File: config.mk
export PLATFORM = sky130hd
export DESIGN_NAME = fcoi_top
export DESIGN_NICKNAME = d
export VERILOG_FILES = /design/src/core/fcoi_pkg.sv /design/src/core/fcoi_top.sv
export SDC_FILE = /design/constraint.sdc
export NUM_CORES = 1
export LEC_CHECK = 0
export ABC_AREA = 1
export BUFFER_PORTS_ARGS = -buffer_cell sky130_fd_sc_hd__buf_2
export CAP_MARGIN = 20
export CORE_ASPECT_RATIO = 0.9
export CORE_UTILIZATION = 25
export CTS_BUF_LIST = sky130_fd_sc_hd__clkbuf_16
export DETAILED_ROUTE_END_ITERATION = 8
export GPL_ROUTABILITY_DRIVEN = 0
export PLACE_DENSITY_LB_ADDON = 0.12
export SETUP_SLACK_MARGIN = 0.2
export SYNTH_ARGS = -nofsm -noshare
export SYNTH_HDL_FRONTEND = slang
export SYNTH_SLANG_ARGS = --single-unit
File: constraint.sdc
create_clock -name core_clk_i -period 2 [get_ports core_clk_i]
set_clock_uncertainty 0.2 [all_clocks]
set_input_delay 0.2 -clock core_clk_i [delete_from_list [all_inputs] [get_ports core_clk_i]]
set_output_delay 0.2 -clock core_clk_i [all_outputs]
set_load 0.02 [all_outputs]
File: src/core/fcoi_pkg.sv
// Package for the flash command object interface: map, fields, types.
package fcoi_pkg;
  // Register byte offsets on the bus
  localparam logic [7:0] OFS_INDEX = 8'h00;
  localparam logic [7:0] OFS_WORD = 8'h04;
  localparam logic [7:0] OFS_STATUS = 8'h08;
  localparam logic [7:0] OFS_CLKDIV = 8'h0C;
  localparam logic [7:0] OFS_PROT_SIZE = 8'h10;
  localparam logic [7:0] OFS_PROT_END = 8'h14;
  localparam logic [7:0] OFS_RSV_ZERO = 8'h18;
  localparam logic [7:0] OFS_IRQ_STAT = 8'h1C;
  localparam logic [7:0] OFS_IRQ_MASK = 8'h20;
  // Status register field positions
  localparam int unsigned COMMAND_COMPLETE_FLAG_POS = 7;
  localparam int unsigned ACCESS_ERROR_FLAG_POS = 5;
  localparam int unsigned PROTECTION_VIOLATION_FLAG_POS = 4;
  // Clock divider fields
  localparam int unsigned DIV_LOADED_POS = 7;
  localparam int unsigned DIV_W = 7;
  // Interrupt status bits
  localparam int unsigned IRQ_DONE_POS = 0;
  localparam int unsigned IRQ_ACCESS_ERROR_FLAG_POS = 1;
  localparam int unsigned IRQ_PVIOL_POS = 2;
  localparam int unsigned IRQ_W = 3;
  // Command object geometry
  localparam int unsigned COB_WORDS = 6;
  localparam int unsigned IDX_W = 3;
  // Protection decode
  localparam logic [22:0] PROT_BASE = 23'h10_0000;
  localparam int unsigned PROT_STEP_SH = 8;
  localparam int unsigned DPS_W = 5;
  // Reset values
  localparam logic [DIV_W-1:0] RST_DIV = 7'h00;
  localparam logic [DPS_W-1:0] RST_DPS = 5'h1F;
  localparam logic [IRQ_W-1:0] RST_IRQ_MASK = 3'h0;
  localparam logic [15:0] RST_WORD = 16'h0000;

  // Parameters handed to the program/erase engine at launch
  typedef struct packed {
    logic [7:0] code;
    logic [22:0] addr;
    logic [3:0][15:0] data;
  } fcoi_cmd_s;

  // Result word written back by the engine
  typedef struct packed {
    logic we;
    logic [IDX_W-1:0] idx;
    logic [15:0] dat;
  } fcoi_res_s;
endpackage : fcoi_pkg

File: src/core/fcoi_top.sv
// Flash command object interface with Wishbone register slave.
//
// The implementer's own choices: the register addresses and register access over Wishbone.
`timescale 1ns/1ps
`default_nettype none
module fcoi_top (
  input wire logic core_clk_i,
  input wire logic arst_n_i,
  input wire logic wb_cyc_i,
  input wire logic wb_stb_i,
  input wire logic wb_we_i,
  input wire logic [7:0] wb_adr_i,
  input wire logic [3:0] wb_sel_i,
  input wire logic [31:0] wb_dat_i,
  output logic [31:0] wb_dat_o,
  output logic wb_ack_o,
  output logic irq_o,
  output logic cmd_launch_o,
  output fcoi_pkg::fcoi_cmd_s cmd_o,
  output logic [fcoi_pkg::DIV_W-1:0] fdiv_o,
  output logic [22:0] prot_end_o,
  input wire logic eng_done_i,
  input wire logic eng_pviol_i,
  input wire fcoi_pkg::fcoi_res_s eng_res_i
);

  // Upper end of the protected range for a size code
  function automatic logic [22:0] prot_end_of(input logic [4:0] dflash_protect_size);
    logic [22:0] span;
    span = (23'(dflash_protect_size) + 23'h000001) << fcoi_pkg::PROT_STEP_SH;
    prot_end_of = fcoi_pkg::PROT_BASE + span - 23'h000001;
  endfunction

  // Byte-lane merge of a 16-bit word
  function automatic logic [15:0] merge16(input logic [15:0] old,
                                          input logic [15:0] nw,
                                          input logic [1:0] sel);
    merge16[7:0] = sel[0] ? nw[7:0] : old[7:0];
    merge16[15:8] = sel[1] ? nw[15:8] : old[15:8];
  endfunction

  logic [15:0] cob_ff [fcoi_pkg::COB_WORDS];
  logic [15:0] nxt_cob [fcoi_pkg::COB_WORDS];
  logic [2:0] idx_ff, nxt_idx;
  logic command_complete_flag_ff, nxt_command_complete_flag;
  logic access_error_flag_ff, nxt_access_error_flag;
  logic pviol_ff, nxt_pviol;
  logic [fcoi_pkg::DIV_W-1:0] div_ff, nxt_div;
  logic div_ld_ff, nxt_div_ld;
  logic [4:0] dps_ff, nxt_dps;
  logic [22:0] pend_ff, nxt_pend;
  logic [2:0] irq_st_ff, nxt_irq_st;
  logic [2:0] irq_mk_ff, nxt_irq_mk;
  logic ack_ff, nxt_ack;
  logic [31:0] rdat_ff, nxt_rdat;
  logic launch_ff, nxt_launch;
  fcoi_pkg::fcoi_cmd_s cmd_ff, nxt_cmd;
  logic req, wr, rd, idx_valid, sw_cob_we, launch_try, launch_ok;
  logic [15:0] cur_word;

  // Bus request decode, one access per ack
  assign req = wb_cyc_i && wb_stb_i && !ack_ff;
  assign wr = req && wb_we_i;
  assign rd = req && !wb_we_i;
  assign idx_valid = idx_ff < 3'(fcoi_pkg::COB_WORDS);
  assign cur_word = idx_valid ? cob_ff[idx_ff] : 16'h0000;
  assign sw_cob_we = wr && wb_adr_i == fcoi_pkg::OFS_WORD && command_complete_flag_ff &&
                     idx_valid && |wb_sel_i[1:0];
  assign launch_try = wr && wb_adr_i == fcoi_pkg::OFS_STATUS && wb_sel_i[0] &&
                      wb_dat_i[fcoi_pkg::COMMAND_COMPLETE_FLAG_POS] && command_complete_flag_ff;
  assign launch_ok = launch_try && div_ld_ff && !access_error_flag_ff && !pviol_ff;

  // Parameter words: software writes, engine results
  always_comb begin
    for (int i = 0; i < fcoi_pkg::COB_WORDS; i++) begin
      nxt_cob[i] = cob_ff[i];
      if (sw_cob_we && idx_ff == 3'(i)) begin
        nxt_cob[i] = merge16(cob_ff[i], wb_dat_i[15:0], wb_sel_i[1:0]);
      end
      if (!command_complete_flag_ff && eng_res_i.we && eng_res_i.idx == 3'(i)) begin
        nxt_cob[i] = eng_res_i.dat;
      end
    end
  end

  always_ff @(posedge core_clk_i or negedge arst_n_i) begin
    if (!arst_n_i) begin
      for (int i = 0; i < fcoi_pkg::COB_WORDS; i++) begin
        cob_ff[i] <= fcoi_pkg::RST_WORD;
      end
    end else begin
      cob_ff <= nxt_cob;
    end
  end

  // Control and status next state
  always_comb begin
    nxt_idx = idx_ff;
    nxt_command_complete_flag = command_complete_flag_ff;
    nxt_access_error_flag = access_error_flag_ff;
    nxt_pviol = pviol_ff;
    nxt_div = div_ff;
    nxt_div_ld = div_ld_ff;
    nxt_dps = dps_ff;
    nxt_irq_mk = irq_mk_ff;
    nxt_irq_st = irq_st_ff;
    if (wr && wb_adr_i == fcoi_pkg::OFS_INDEX && wb_sel_i[0]) begin
      nxt_idx = wb_dat_i[2:0];
    end
    // Error flags clear on write of one
    if (wr && wb_adr_i == fcoi_pkg::OFS_STATUS && wb_sel_i[0]) begin
      if (wb_dat_i[fcoi_pkg::ACCESS_ERROR_FLAG_POS]) begin
        nxt_access_error_flag = 1'b0;
      end
      if (wb_dat_i[fcoi_pkg::PROTECTION_VIOLATION_FLAG_POS]) begin
        nxt_pviol = 1'b0;
      end
    end
    if (wr && wb_adr_i == fcoi_pkg::OFS_CLKDIV && wb_sel_i[0] && command_complete_flag_ff) begin
      nxt_div = wb_dat_i[fcoi_pkg::DIV_W-1:0];
      nxt_div_ld = 1'b1;
    end
    if (wr && wb_adr_i == fcoi_pkg::OFS_PROT_SIZE && wb_sel_i[0]) begin
      nxt_dps = wb_dat_i[4:0];
    end
    if (wr && wb_adr_i == fcoi_pkg::OFS_IRQ_MASK && wb_sel_i[0]) begin
      nxt_irq_mk = wb_dat_i[2:0];
    end
    if (launch_ok) begin
      nxt_command_complete_flag = 1'b0;
    end
    if (!command_complete_flag_ff && eng_done_i) begin
      nxt_command_complete_flag = 1'b1;
    end
    if (launch_try && !div_ld_ff) begin
      nxt_access_error_flag = 1'b1;
    end
    if (eng_pviol_i) begin
      nxt_pviol = 1'b1;
    end
    // Read clears interrupt status, new events win
    if (rd && wb_adr_i == fcoi_pkg::OFS_IRQ_STAT) begin
      nxt_irq_st = 3'h0;
    end
    if (!command_complete_flag_ff && eng_done_i) begin
      nxt_irq_st[fcoi_pkg::IRQ_DONE_POS] = 1'b1;
    end
    if (launch_try && !div_ld_ff) begin
      nxt_irq_st[fcoi_pkg::IRQ_ACCESS_ERROR_FLAG_POS] = 1'b1;
    end
    if (eng_pviol_i) begin
      nxt_irq_st[fcoi_pkg::IRQ_PVIOL_POS] = 1'b1;
    end
  end

  // Control and status registers
  always_ff @(posedge core_clk_i or negedge arst_n_i) begin
    if (!arst_n_i) begin
      idx_ff <= 3'h0;
      command_complete_flag_ff <= 1'b1;
      access_error_flag_ff <= 1'b0;
      pviol_ff <= 1'b0;
      div_ff <= fcoi_pkg::RST_DIV;
      div_ld_ff <= 1'b0;
      dps_ff <= fcoi_pkg::RST_DPS;
      irq_mk_ff <= fcoi_pkg::RST_IRQ_MASK;
      irq_st_ff <= 3'h0;
    end else begin
      idx_ff <= nxt_idx;
      command_complete_flag_ff <= nxt_command_complete_flag;
      access_error_flag_ff <= nxt_access_error_flag;
      pviol_ff <= nxt_pviol;
      div_ff <= nxt_div;
      div_ld_ff <= nxt_div_ld;
      dps_ff <= nxt_dps;
      irq_mk_ff <= nxt_irq_mk;
      irq_st_ff <= nxt_irq_st;
    end
  end

  // Bus answer, launch capture and protection decode
  always_comb begin
    nxt_ack = req;
    nxt_launch = launch_ok;
    nxt_cmd = cmd_ff;
    nxt_rdat = 32'h0000_0000;
    nxt_pend = prot_end_of(dps_ff);
    if (launch_ok) begin
      nxt_cmd.code = cob_ff[0][15:8];
      nxt_cmd.addr = {cob_ff[0][6:0], cob_ff[1]};
      nxt_cmd.data = {cob_ff[5], cob_ff[4], cob_ff[3], cob_ff[2]};
    end
    if (rd) begin
      case (wb_adr_i)
        fcoi_pkg::OFS_INDEX: nxt_rdat = {29'h0, idx_ff};
        fcoi_pkg::OFS_WORD: nxt_rdat = {16'h0000, cur_word};
        fcoi_pkg::OFS_STATUS: nxt_rdat = {24'h0, command_complete_flag_ff, 1'b0, access_error_flag_ff,
                                          pviol_ff, 4'h0};
        fcoi_pkg::OFS_CLKDIV: nxt_rdat = {24'h0, div_ld_ff, div_ff};
        fcoi_pkg::OFS_PROT_SIZE: nxt_rdat = {27'h0, dps_ff};
        fcoi_pkg::OFS_PROT_END: nxt_rdat = {9'h0, pend_ff};
        fcoi_pkg::OFS_RSV_ZERO: nxt_rdat = 32'h0000_0000;
        fcoi_pkg::OFS_IRQ_STAT: nxt_rdat = {29'h0, irq_st_ff};
        fcoi_pkg::OFS_IRQ_MASK: nxt_rdat = {29'h0, irq_mk_ff};
        default: nxt_rdat = 32'h0000_0000;
      endcase
    end
  end

  // Bus answer and launch registers
  always_ff @(posedge core_clk_i or negedge arst_n_i) begin
    if (!arst_n_i) begin
      ack_ff <= 1'b0;
      launch_ff <= 1'b0;
      cmd_ff <= '0;
      rdat_ff <= 32'h0000_0000;
      pend_ff <= 23'h000000;
    end else begin
      ack_ff <= nxt_ack;
      launch_ff <= nxt_launch;
      cmd_ff <= nxt_cmd;
      rdat_ff <= nxt_rdat;
      pend_ff <= nxt_pend;
    end
  end

  // Outputs
  assign wb_ack_o = ack_ff;
  assign wb_dat_o = rdat_ff;
  assign cmd_launch_o = launch_ff;
  assign cmd_o = cmd_ff;
  assign fdiv_o = div_ff;
  assign prot_end_o = pend_ff;
  assign irq_o = |(irq_st_ff & irq_mk_ff);

  logic [15:0] w0_q;
  logic [15:0] w5_q;
  assign w0_q = cob_ff[0];
  assign w5_q = cob_ff[5];
endmodule // fcoi_top
`default_nettype wire

==> key figures, run 1 <==
Min path
  – Min-Delay Endpoint: dps_ff[4]
  – Hold Crit Depth: 5
  – Min-delay src: wb_adr_i[4]
  – Hold Path Class: input pin to register

Logic synthesis
  – Yosys warns: 0
  – FF+latch count, synth: 251
  – Cells after Synth: 1584
  – FFs w/ async S/R, synth: 1.00
  – Post-Syn Area: 12600 um2
  – Synth Flop Type: dfrtp_1
  – Synth top area share: 0.486
  – Most frequent cell after synthesis: nand2_1
  – Yosys cell types: 36
  – EDFF count, synth: 0
  – Sequential share of the synthesized area: 0.498
  – Area leader, netlist: dfrtp_1
  – Post-Syn Area per Cell: approximately 8 um2
  – Top cells by area, synth: dfrtp_1 (49%), nand2_1 (18%), o21ai_0 (5.2%)
  – Top cells by instance count after synthesis: nand2_1 (615), dfrtp_1 (245), inv_1 (134), o21ai_0 (130), nand3_1 (124)

Timing
  – Max-slew headroom: 0.504
  – # setup viols final: 0
  – Final Hold Fails: 5
  – Hold WS: -0.0207 ns
  – Pins Over Slew Limit: 0
  – Setup ws final: 0.0764 ns
  – RSZ-0062 raised after global routing: true
  – Tcrit/Tclk final: 0.962
  – Period minus WS final: about 1.9 ns
  – Slew at the pin with the worst max-slew slack: about 0.74 ns
  – Max Clk Rate: slightly above 0.5 GHz

Global routing
  – Vias in the first global route: 11.6k
  – First-pass GRT wire length: between 70000 and 80000 um
  – Global Route Usage Sum: 0.195
  – Initial antenna violation count: 0
  – Pin count of the biggest net entering global routing: 87
  – GRT overflow: 0

Layout
  – Fraction of layout cells with a size suffix above 1: 0.322
  – Layout fillers: 5235
  – Syn-to-layout area delta: 40.7%
  – # nets final: about 2.0k
  – Antenna diodes: 0
  – Cell Count, Final, Fillers Out: 2604
  – Fin util: 0.359

Pwr
  – Max VDD drop: approximately 0.00045 V
  – LEAKAGE: 0.00927 uW
  – PD cells: 664 nW/um2
  – Overall Power: 11800 uW

Setup path
  – RR Endpoint: wb_dat_o[5]
  – R2R Setup Slk: 0.08 ns
  – CP Capture Type: register
  – Crit path max fanout: 6
  – Critical path arrival: approximately 2.2 ns
  – Crit Path Class: register to register
  – Critical path data required time: 2.27 ns
  – CP Launch Type: register
  – Cells on worst reg2reg path: 10
  – RR Startpoint: idx_ff[1]

Clock network
  – Root Driver: clkbuf_16
  – Worst-path clk slew: 0.06 ns
  – Clk_lat worst skew: approximately 0.56 ns
  – CTS tree: yes
  – Clock buffer count from CTS: 34
  – # clock sinks: 251
  – Maximum root-to-sink buffer count: 3
  – H-tree levels: 2

Drt
  – Detailed-route via count: about 12k
  – Routed len/inst: 19.8 um
  – First DRT Iteration DRCs: 805
  – Wirelength, routed: around 52000 um
  – Pre-antenna DRT Iters: 5
  – Vias/cell: 4.57
  – DRC violations left: 0
  – Antenna viol nets, final: 0

Run
  – MaxCap Viol Count: 0

Placement
  – Final HPWL DP: 34800 um
  – PortBufs: 199
  – Place WS: -0.0148 ns
  – Dpl cells: between 2k and 2.5k

Die
  – DIE WIDTH: 239 um
  – Die area: 51400 um2
  – IO Count: between 200 and 250
  – Core ar.: 49500 um2
  – Initial Utilization: 0.255
  – Die height: about 220 um
  – Number of placement rows: 77

Run status
  – Violated checks: hold timing
  – Outcome: finished with violations
-- cells in the final DEF (no fill, tap or decap), types with 6 or more instances in the layout --
cell type,instances
clkbuf_16,39
dfstp_2,6
inv_2,7
conb_1,14
o21ai_2,19
nand2_2,103
buf_6,22
buf_4,57
nand2_1,500
buf_12,26
o21ai_1,73
nor2_1,48
nor2_4,12
dlygate4sd3_1,40
nand4_4,15
nand3_2,16
nand4_2,8
o22ai_2,6
nand3_1,108
o21ai_0,109
a21oi_1,14
nand2_4,22
dfrtp_1,244
nand2_8,7
inv_1,132
nor2_2,9
buf_2,198
o22ai_1,17
-- final cells by class --
| cell class | count | area [um2] | area share |
|---|---|---|---|
| clock buffer | 34 | 851 | 0.0479 |
| clock inverter | 25 | 226 | 0.0128 |
| inverter | 143 | 567 | 0.0319 |
| multi-input combinational | 1125 | 6100 | 0.344 |
| sequential | 251 | 6290 | 0.354 |
| tap | 671 | 840 | 0.0473 |
| timing repair buffer | 355 | 2880 | 0.162 |
-- per-stage QoR --
| step | setup TNS [ns] | hold slack [ns] | area, um2 |
|---|---|---|---|
| final | 0 | -0.0207 | 17800 |
| after CTS | 0 | 0.00502 | 16900 |
| after global routing | -0.0167 | 0.0111 | 17800 |
| after floorplan | 0 | -0.296 | 12700 |
| after detailed placement | -0.0148 | -0.145 | 14600 |
| after global placement | -0.0280 | -0.144 | 14600 |
-- state kept, by name, indices dropped and copies added (netlist names) --
name / cells
wb_dat_o: 21
command_complete_flag_ff: 1
dps_ff: 5
pviol_ff: 1
prot_end_o: 12
fdiv_o: 7
cmd_launch_o: 1
irq_st_ff: 3
div_ld_ff: 1
wb_ack_o: 1
access_error_flag_ff: 1
w0_q: 16
irq_mk_ff: 3
idx_ff: 3
w5_q: 16
cob_ff: 64
cmd_o: 95
-- worst max-delay path by stage --
stage	from	to	slack (ns)	cells past startpoint
floorplan	wb_ack_o	cmd_o[21]	0.23	10
global placement	idx_ff[0]	wb_dat_o[5]	-0.03	10
detailed placement	idx_ff[0]	wb_dat_o[5]	-0.01	10
CTS	idx_ff[1]	wb_dat_o[5]	0.11	10
global route	wb_ack_o	w5_q[11]	-0.005	11
finish	idx_ff[1]	wb_dat_o[5]	0.08	10
-- critical path, cell delays in order, from the launching register on --
cell and delay [ns]:
dfrtp_1 0.38, clkinv_2 0.13, buf_4 0.18, nor2_1 0.11, buf_4 0.16, a21oi_1 0.07
nand2_1 0.12, nand2_1 0.07, nand2_1 0.13, nand2_1 0.11, a21oi_2 0.18
-- where the power goes --
group / switching (uW) / internal [uW] / total, uW / leakage, uW
clock: 2470 / 3510 / 5980 / 0.000539
combinational: 495 / 224 / 719 / 0.00527
sequential: 8.67 / 5090 / 5100 / 0.00346
-- kinds of logic (layout without fill, tap and decap cells) --
family                   after synthesis  count (layout)  share of synthesized area
AND/OR/NAND/NOR                      848             859                      0.299
XOR/XNOR                               6               6                    0.00416
other                                  2              14                   0.000595
flip-flops                           251             251                      0.498
buffers and inverters                231             557                     0.0914
AO/OA/AOI/OAI                        245             245                      0.105
adder cells (fa/ha/maj)                1               1                   0.000991
-- per-layer routing --
metal	global-route usage	wire length (um)	vias up
met5	0	0	-
met3	0.0249	2410	61
met4	0.0502	942	0
met1	0.273	23700	5782
li1	-	-	5745
met2	0.315	24400	318
-- what timing repair did --
action	in CTS	in global routing
pin swaps	18	47
endpoints found under the hold margin	365	0
endpoints found under the setup margin	220	237
gates cloned	13	9
hold buffers	40	0
resized for setup	109	154
buffers inserted	28	12
(Power assumes the default switching activity.)
==> run 2, diff against run 1 <==
Settings changed: CELL_PAD_IN_SITES_DETAIL_PLACEMENT set to 1, CELL_PAD_IN_SITES_GLOBAL_PLACEMENT set to 1.
==> run 2 against run 1 <==
Against the previous run: core utilization rose by 2.0 points; first-iteration DRC count rose by 7.0%; critical path depth rose by 1; largest cell class is now multi-input combinational cells; critical endpoint is now cmd_o[4]; the flow still finishes with violations (hold timing); worst hold slack got worse by 0.020 ns.
==> key figures, run 2 (synthesis gave the netlist of run 1 again) <==
Layout
  – Fraction of layout cells with a size suffix above 1: 0.368 (+0.0460)
  – Largest register FFs: 95 (unchanged)
  – # nets final: 2005 (+1.2%)
  – Antenna diodes: 0 (unchanged)
  – Syn-to-layout area delta: 48.4%
  – Commonest non-fill, non-tap cell in the layout: nand2_1
  – Commonest cells after routing, fill and taps aside: nand2_1 (455), dfrtp_1 (243), buf_2 (198), inv_1 (136), nand2_2 (122)
  – Layout fillers: 5806 (+11%)
  – Final instance area: 18700 um2 (+5.5%)

Global routing
  – First-pass GRT wire length: 80200 um (+7.5%)
  – GRT overflow: 0 (unchanged)
  – Global Route Usage Sum: 0.208 (+0.0129)
  – Initial antenna violation count: 1 (+1)
  – Pin count of the biggest net entering global routing: 51 (-41%)
  – Vias in the first global route: 12.1k (+4.7%)

Timing
  – Final Hold Fails: 8 (+3)
  – Period minus WS final: 1.94 ns (+0.0183 ns)
  – Tcrit/Tclk final: 0.971 (+0.00914)
  – Max-slew headroom: 0.563 (+0.0596)
  – Setup tns final: 0 ns (unchanged)
  – # setup viols final: 0 (unchanged)
  – Hold WS: -0.0408 ns (-0.0201 ns)
  – Slew at the pin with the worst max-slew slack: 0.651 ns (-0.0913 ns)
  – Pins Over Slew Limit: 0 (unchanged)
  – RSZ-0062 raised after global routing: true
  – Max Clk Rate: 0.515 GHz (-0.94%)

Pwr
  – Overall Power: 11200 uW (-4.7%)
  – LEAKAGE: 0.00968 uW (+4.4%)
  – Max VDD drop: 0.000626 V (+38%)
  – PD cells: 600 nW/um2 (-9.7%)

Setup path
  – R2R Setup Slk: 0.06 ns (-0.02 ns)
  – CP cell instances: inv_1, nand3_2, inv_2, nand3_4, nor2_4, nand3_4, buf_12, clkinvlp_4, clkbuf_16, nand2_1, nand2_1
  – CP Capture Type: register
  – Worst path buffer plus inverter count: 5 (+2)
  – Critical path startpoint: wb_ack_o
  – RR Endpoint: cmd_o[4]
  – Crit Path Class: register to register
  – Top Family by Delay on Critical Path: buffers and inverters
  – CP Launch Type: register
  – Slowest cell on the critical path: dfrtp_1
  – Critical path arrival: 2.27 ns (+0.07 ns)
  – Critical path data required time: 2.33 ns (+0.06 ns)
  – RR Startpoint: wb_ack_o
  – Crit path max fanout: 10 (+4)
  – Slowest stage delay, CP: 0.38 ns (about the same)
  – Cells on worst reg2reg path: 11 (+1)

Min path
  – Min-delay src: wb_adr_i[4]
  – Hold Crit Depth: 5 (unchanged)
  – Hold Path Class: input pin to register
  – Min-Delay Endpoint: dps_ff[2]

Drt
  – Vias/cell: 4.61 (+0.79%)
  – Antenna viol nets, final: 0 (unchanged)
  – Detailed-route via count: 12.1k (+1.6%)
  – DRC violations left: 0 (unchanged)
  – Pre-antenna DRT Iters: 5 (unchanged)
  – First DRT Iteration DRCs: 861 (+7.0%)
  – Routed len/inst: 20.9 um (+5.6%)
  – Wirelength, routed: 54900 um (+6.5%)

Die
  – Core ar.: 49500 um2 (unchanged)
  – Initial Utilization: 0.255 (unchanged)
  – Die height: 215 um (unchanged)
  – Die area: 51400 um2 (unchanged)
  – Number of placement rows: 77 (unchanged)
  – IO Count: 231 (unchanged)
  – DIE WIDTH: 239 um (unchanged)

Run status
  – Outcome: finished with violations
  – Violated checks: hold timing

Placement
  – Final HPWL DP: 37100 um (+6.6%)
  – Post-place instance area: 14700 um2 (+0.75%)
  – PortBufs: 199 (unchanged)

Clock network
  – Clk_lat worst skew: 0.59 ns (+0.03 ns)
  – Worst-path clk slew: 0.06 ns (about the same)
  – Maximum root-to-sink buffer count: 3 (unchanged)
  – Root Driver: clkbuf_16
  – # clock sinks: 251 (unchanged)
  – CTS tree: yes
  – Clock buffer count from CTS: 31 (-8.8%)
  – H-tree levels: 1 (-1)

Run
  – MaxCap Viol Count: 0 (unchanged)
==> run 2: cell count changes in the layout (fill, tap and decap cells not counted), moves of 7 or more <==
cell | previous run | this run
buf_12 | 26 | 35
nand2_4 | 22 | 42
o21ai_1 | 73 | 56
o21ai_2 | 19 | 30
o22ai_1 | 17 | 4
nand2_1 | 500 | 455
a21oi_1 | 14 | 7
buf_4 | 57 | 64
nand3_1 | 108 | 100
o22ai_4 | 1 | 9
nand2_2 | 103 | 122
==> run 2: where the power goes <==
part           leakage [uW]  switching [uW]  internal, uW
Clock              0.000483            2340          3060
Combinational       0.00573             505           241
Sequential          0.00346            9.27          5090
Total               0.00968            2850          8390
==> run 2: metal layers <==
| layer | part of all wire | global-route usage |
|---|---|---|
| met5 | 0 | 0 |
| met4 | 0.022 | 0.0472 |
| met3 | 0.037 | 0.0277 |
| met2 | 0.45 | 0.312 |
| met1 | 0.49 | 0.312 |
==> run 2: cell type report <==
cell class | instances | area [um2] | share of cell area
timing repair buffer | 384 | 3380 | 0.180
tap | 671 | 840 | 0.0448
clock buffer | 31 | 776 | 0.0414
multi-input combinational | 1122 | 6710 | 0.358
sequential | 251 | 6290 | 0.336
clock inverter | 24 | 174 | 0.00928
inverter | 143 | 564 | 0.0301
==> run 2: how the worst max path moves through the flow <==
| stage | endpoint | slack, ns | cells after the start |
|---|---|---|---|
| after floorplan | cmd_o[21] | 0.23 | 10 |
| final | cmd_o[4] | 0.06 | 11 |
| after CTS | cob_ff[38] | 0.10 | 9 |
| after detailed placement | wb_dat_o[12] | -0.12 | 10 |
| after global placement | wb_dat_o[12] | -0.08 | 10 |
| after global routing | cmd_o[4] | -0.03 | 11 |
==> run 2: through the flow <==
step,utilization,hold WS [ns],setup slack (ns),instances
2_1_floorplan,-,-0.296,0.234,1596
3_3_place_gp,0.297,-0.0338,-0.0754,2452
3_5_place_dp,0.297,-0.0319,-0.123,2452
4_1_cts,0.342,0.00442,0.105,2585
5_1_grt,0.378,-0.00463,-0.0334,2626
6_report,0.378,-0.0408,0.0581,2626
==> run 2: worst min-delay path: cells and delay by family <==
| kind | cells | cell delay (ns) |
|---|---|---|
| AO/OA/AOI/OAI | 1 | 0.10 |
| AND/OR/NAND/NOR | 3 | 0.31 |
| buffers and inverters | 1 | 0.12 |
==> run 2: what timing repair did <==
item | 4_1_cts | 5_1_grt
hold buffers | 41 | 1
resized for setup | 81 | 328
setup endpoints to repair | 222 | 231
gates cloned | 17 | 8
pin swaps | 28 | 105
setup buffers | 20 | 32
endpoints found under the hold margin | 362 | 2
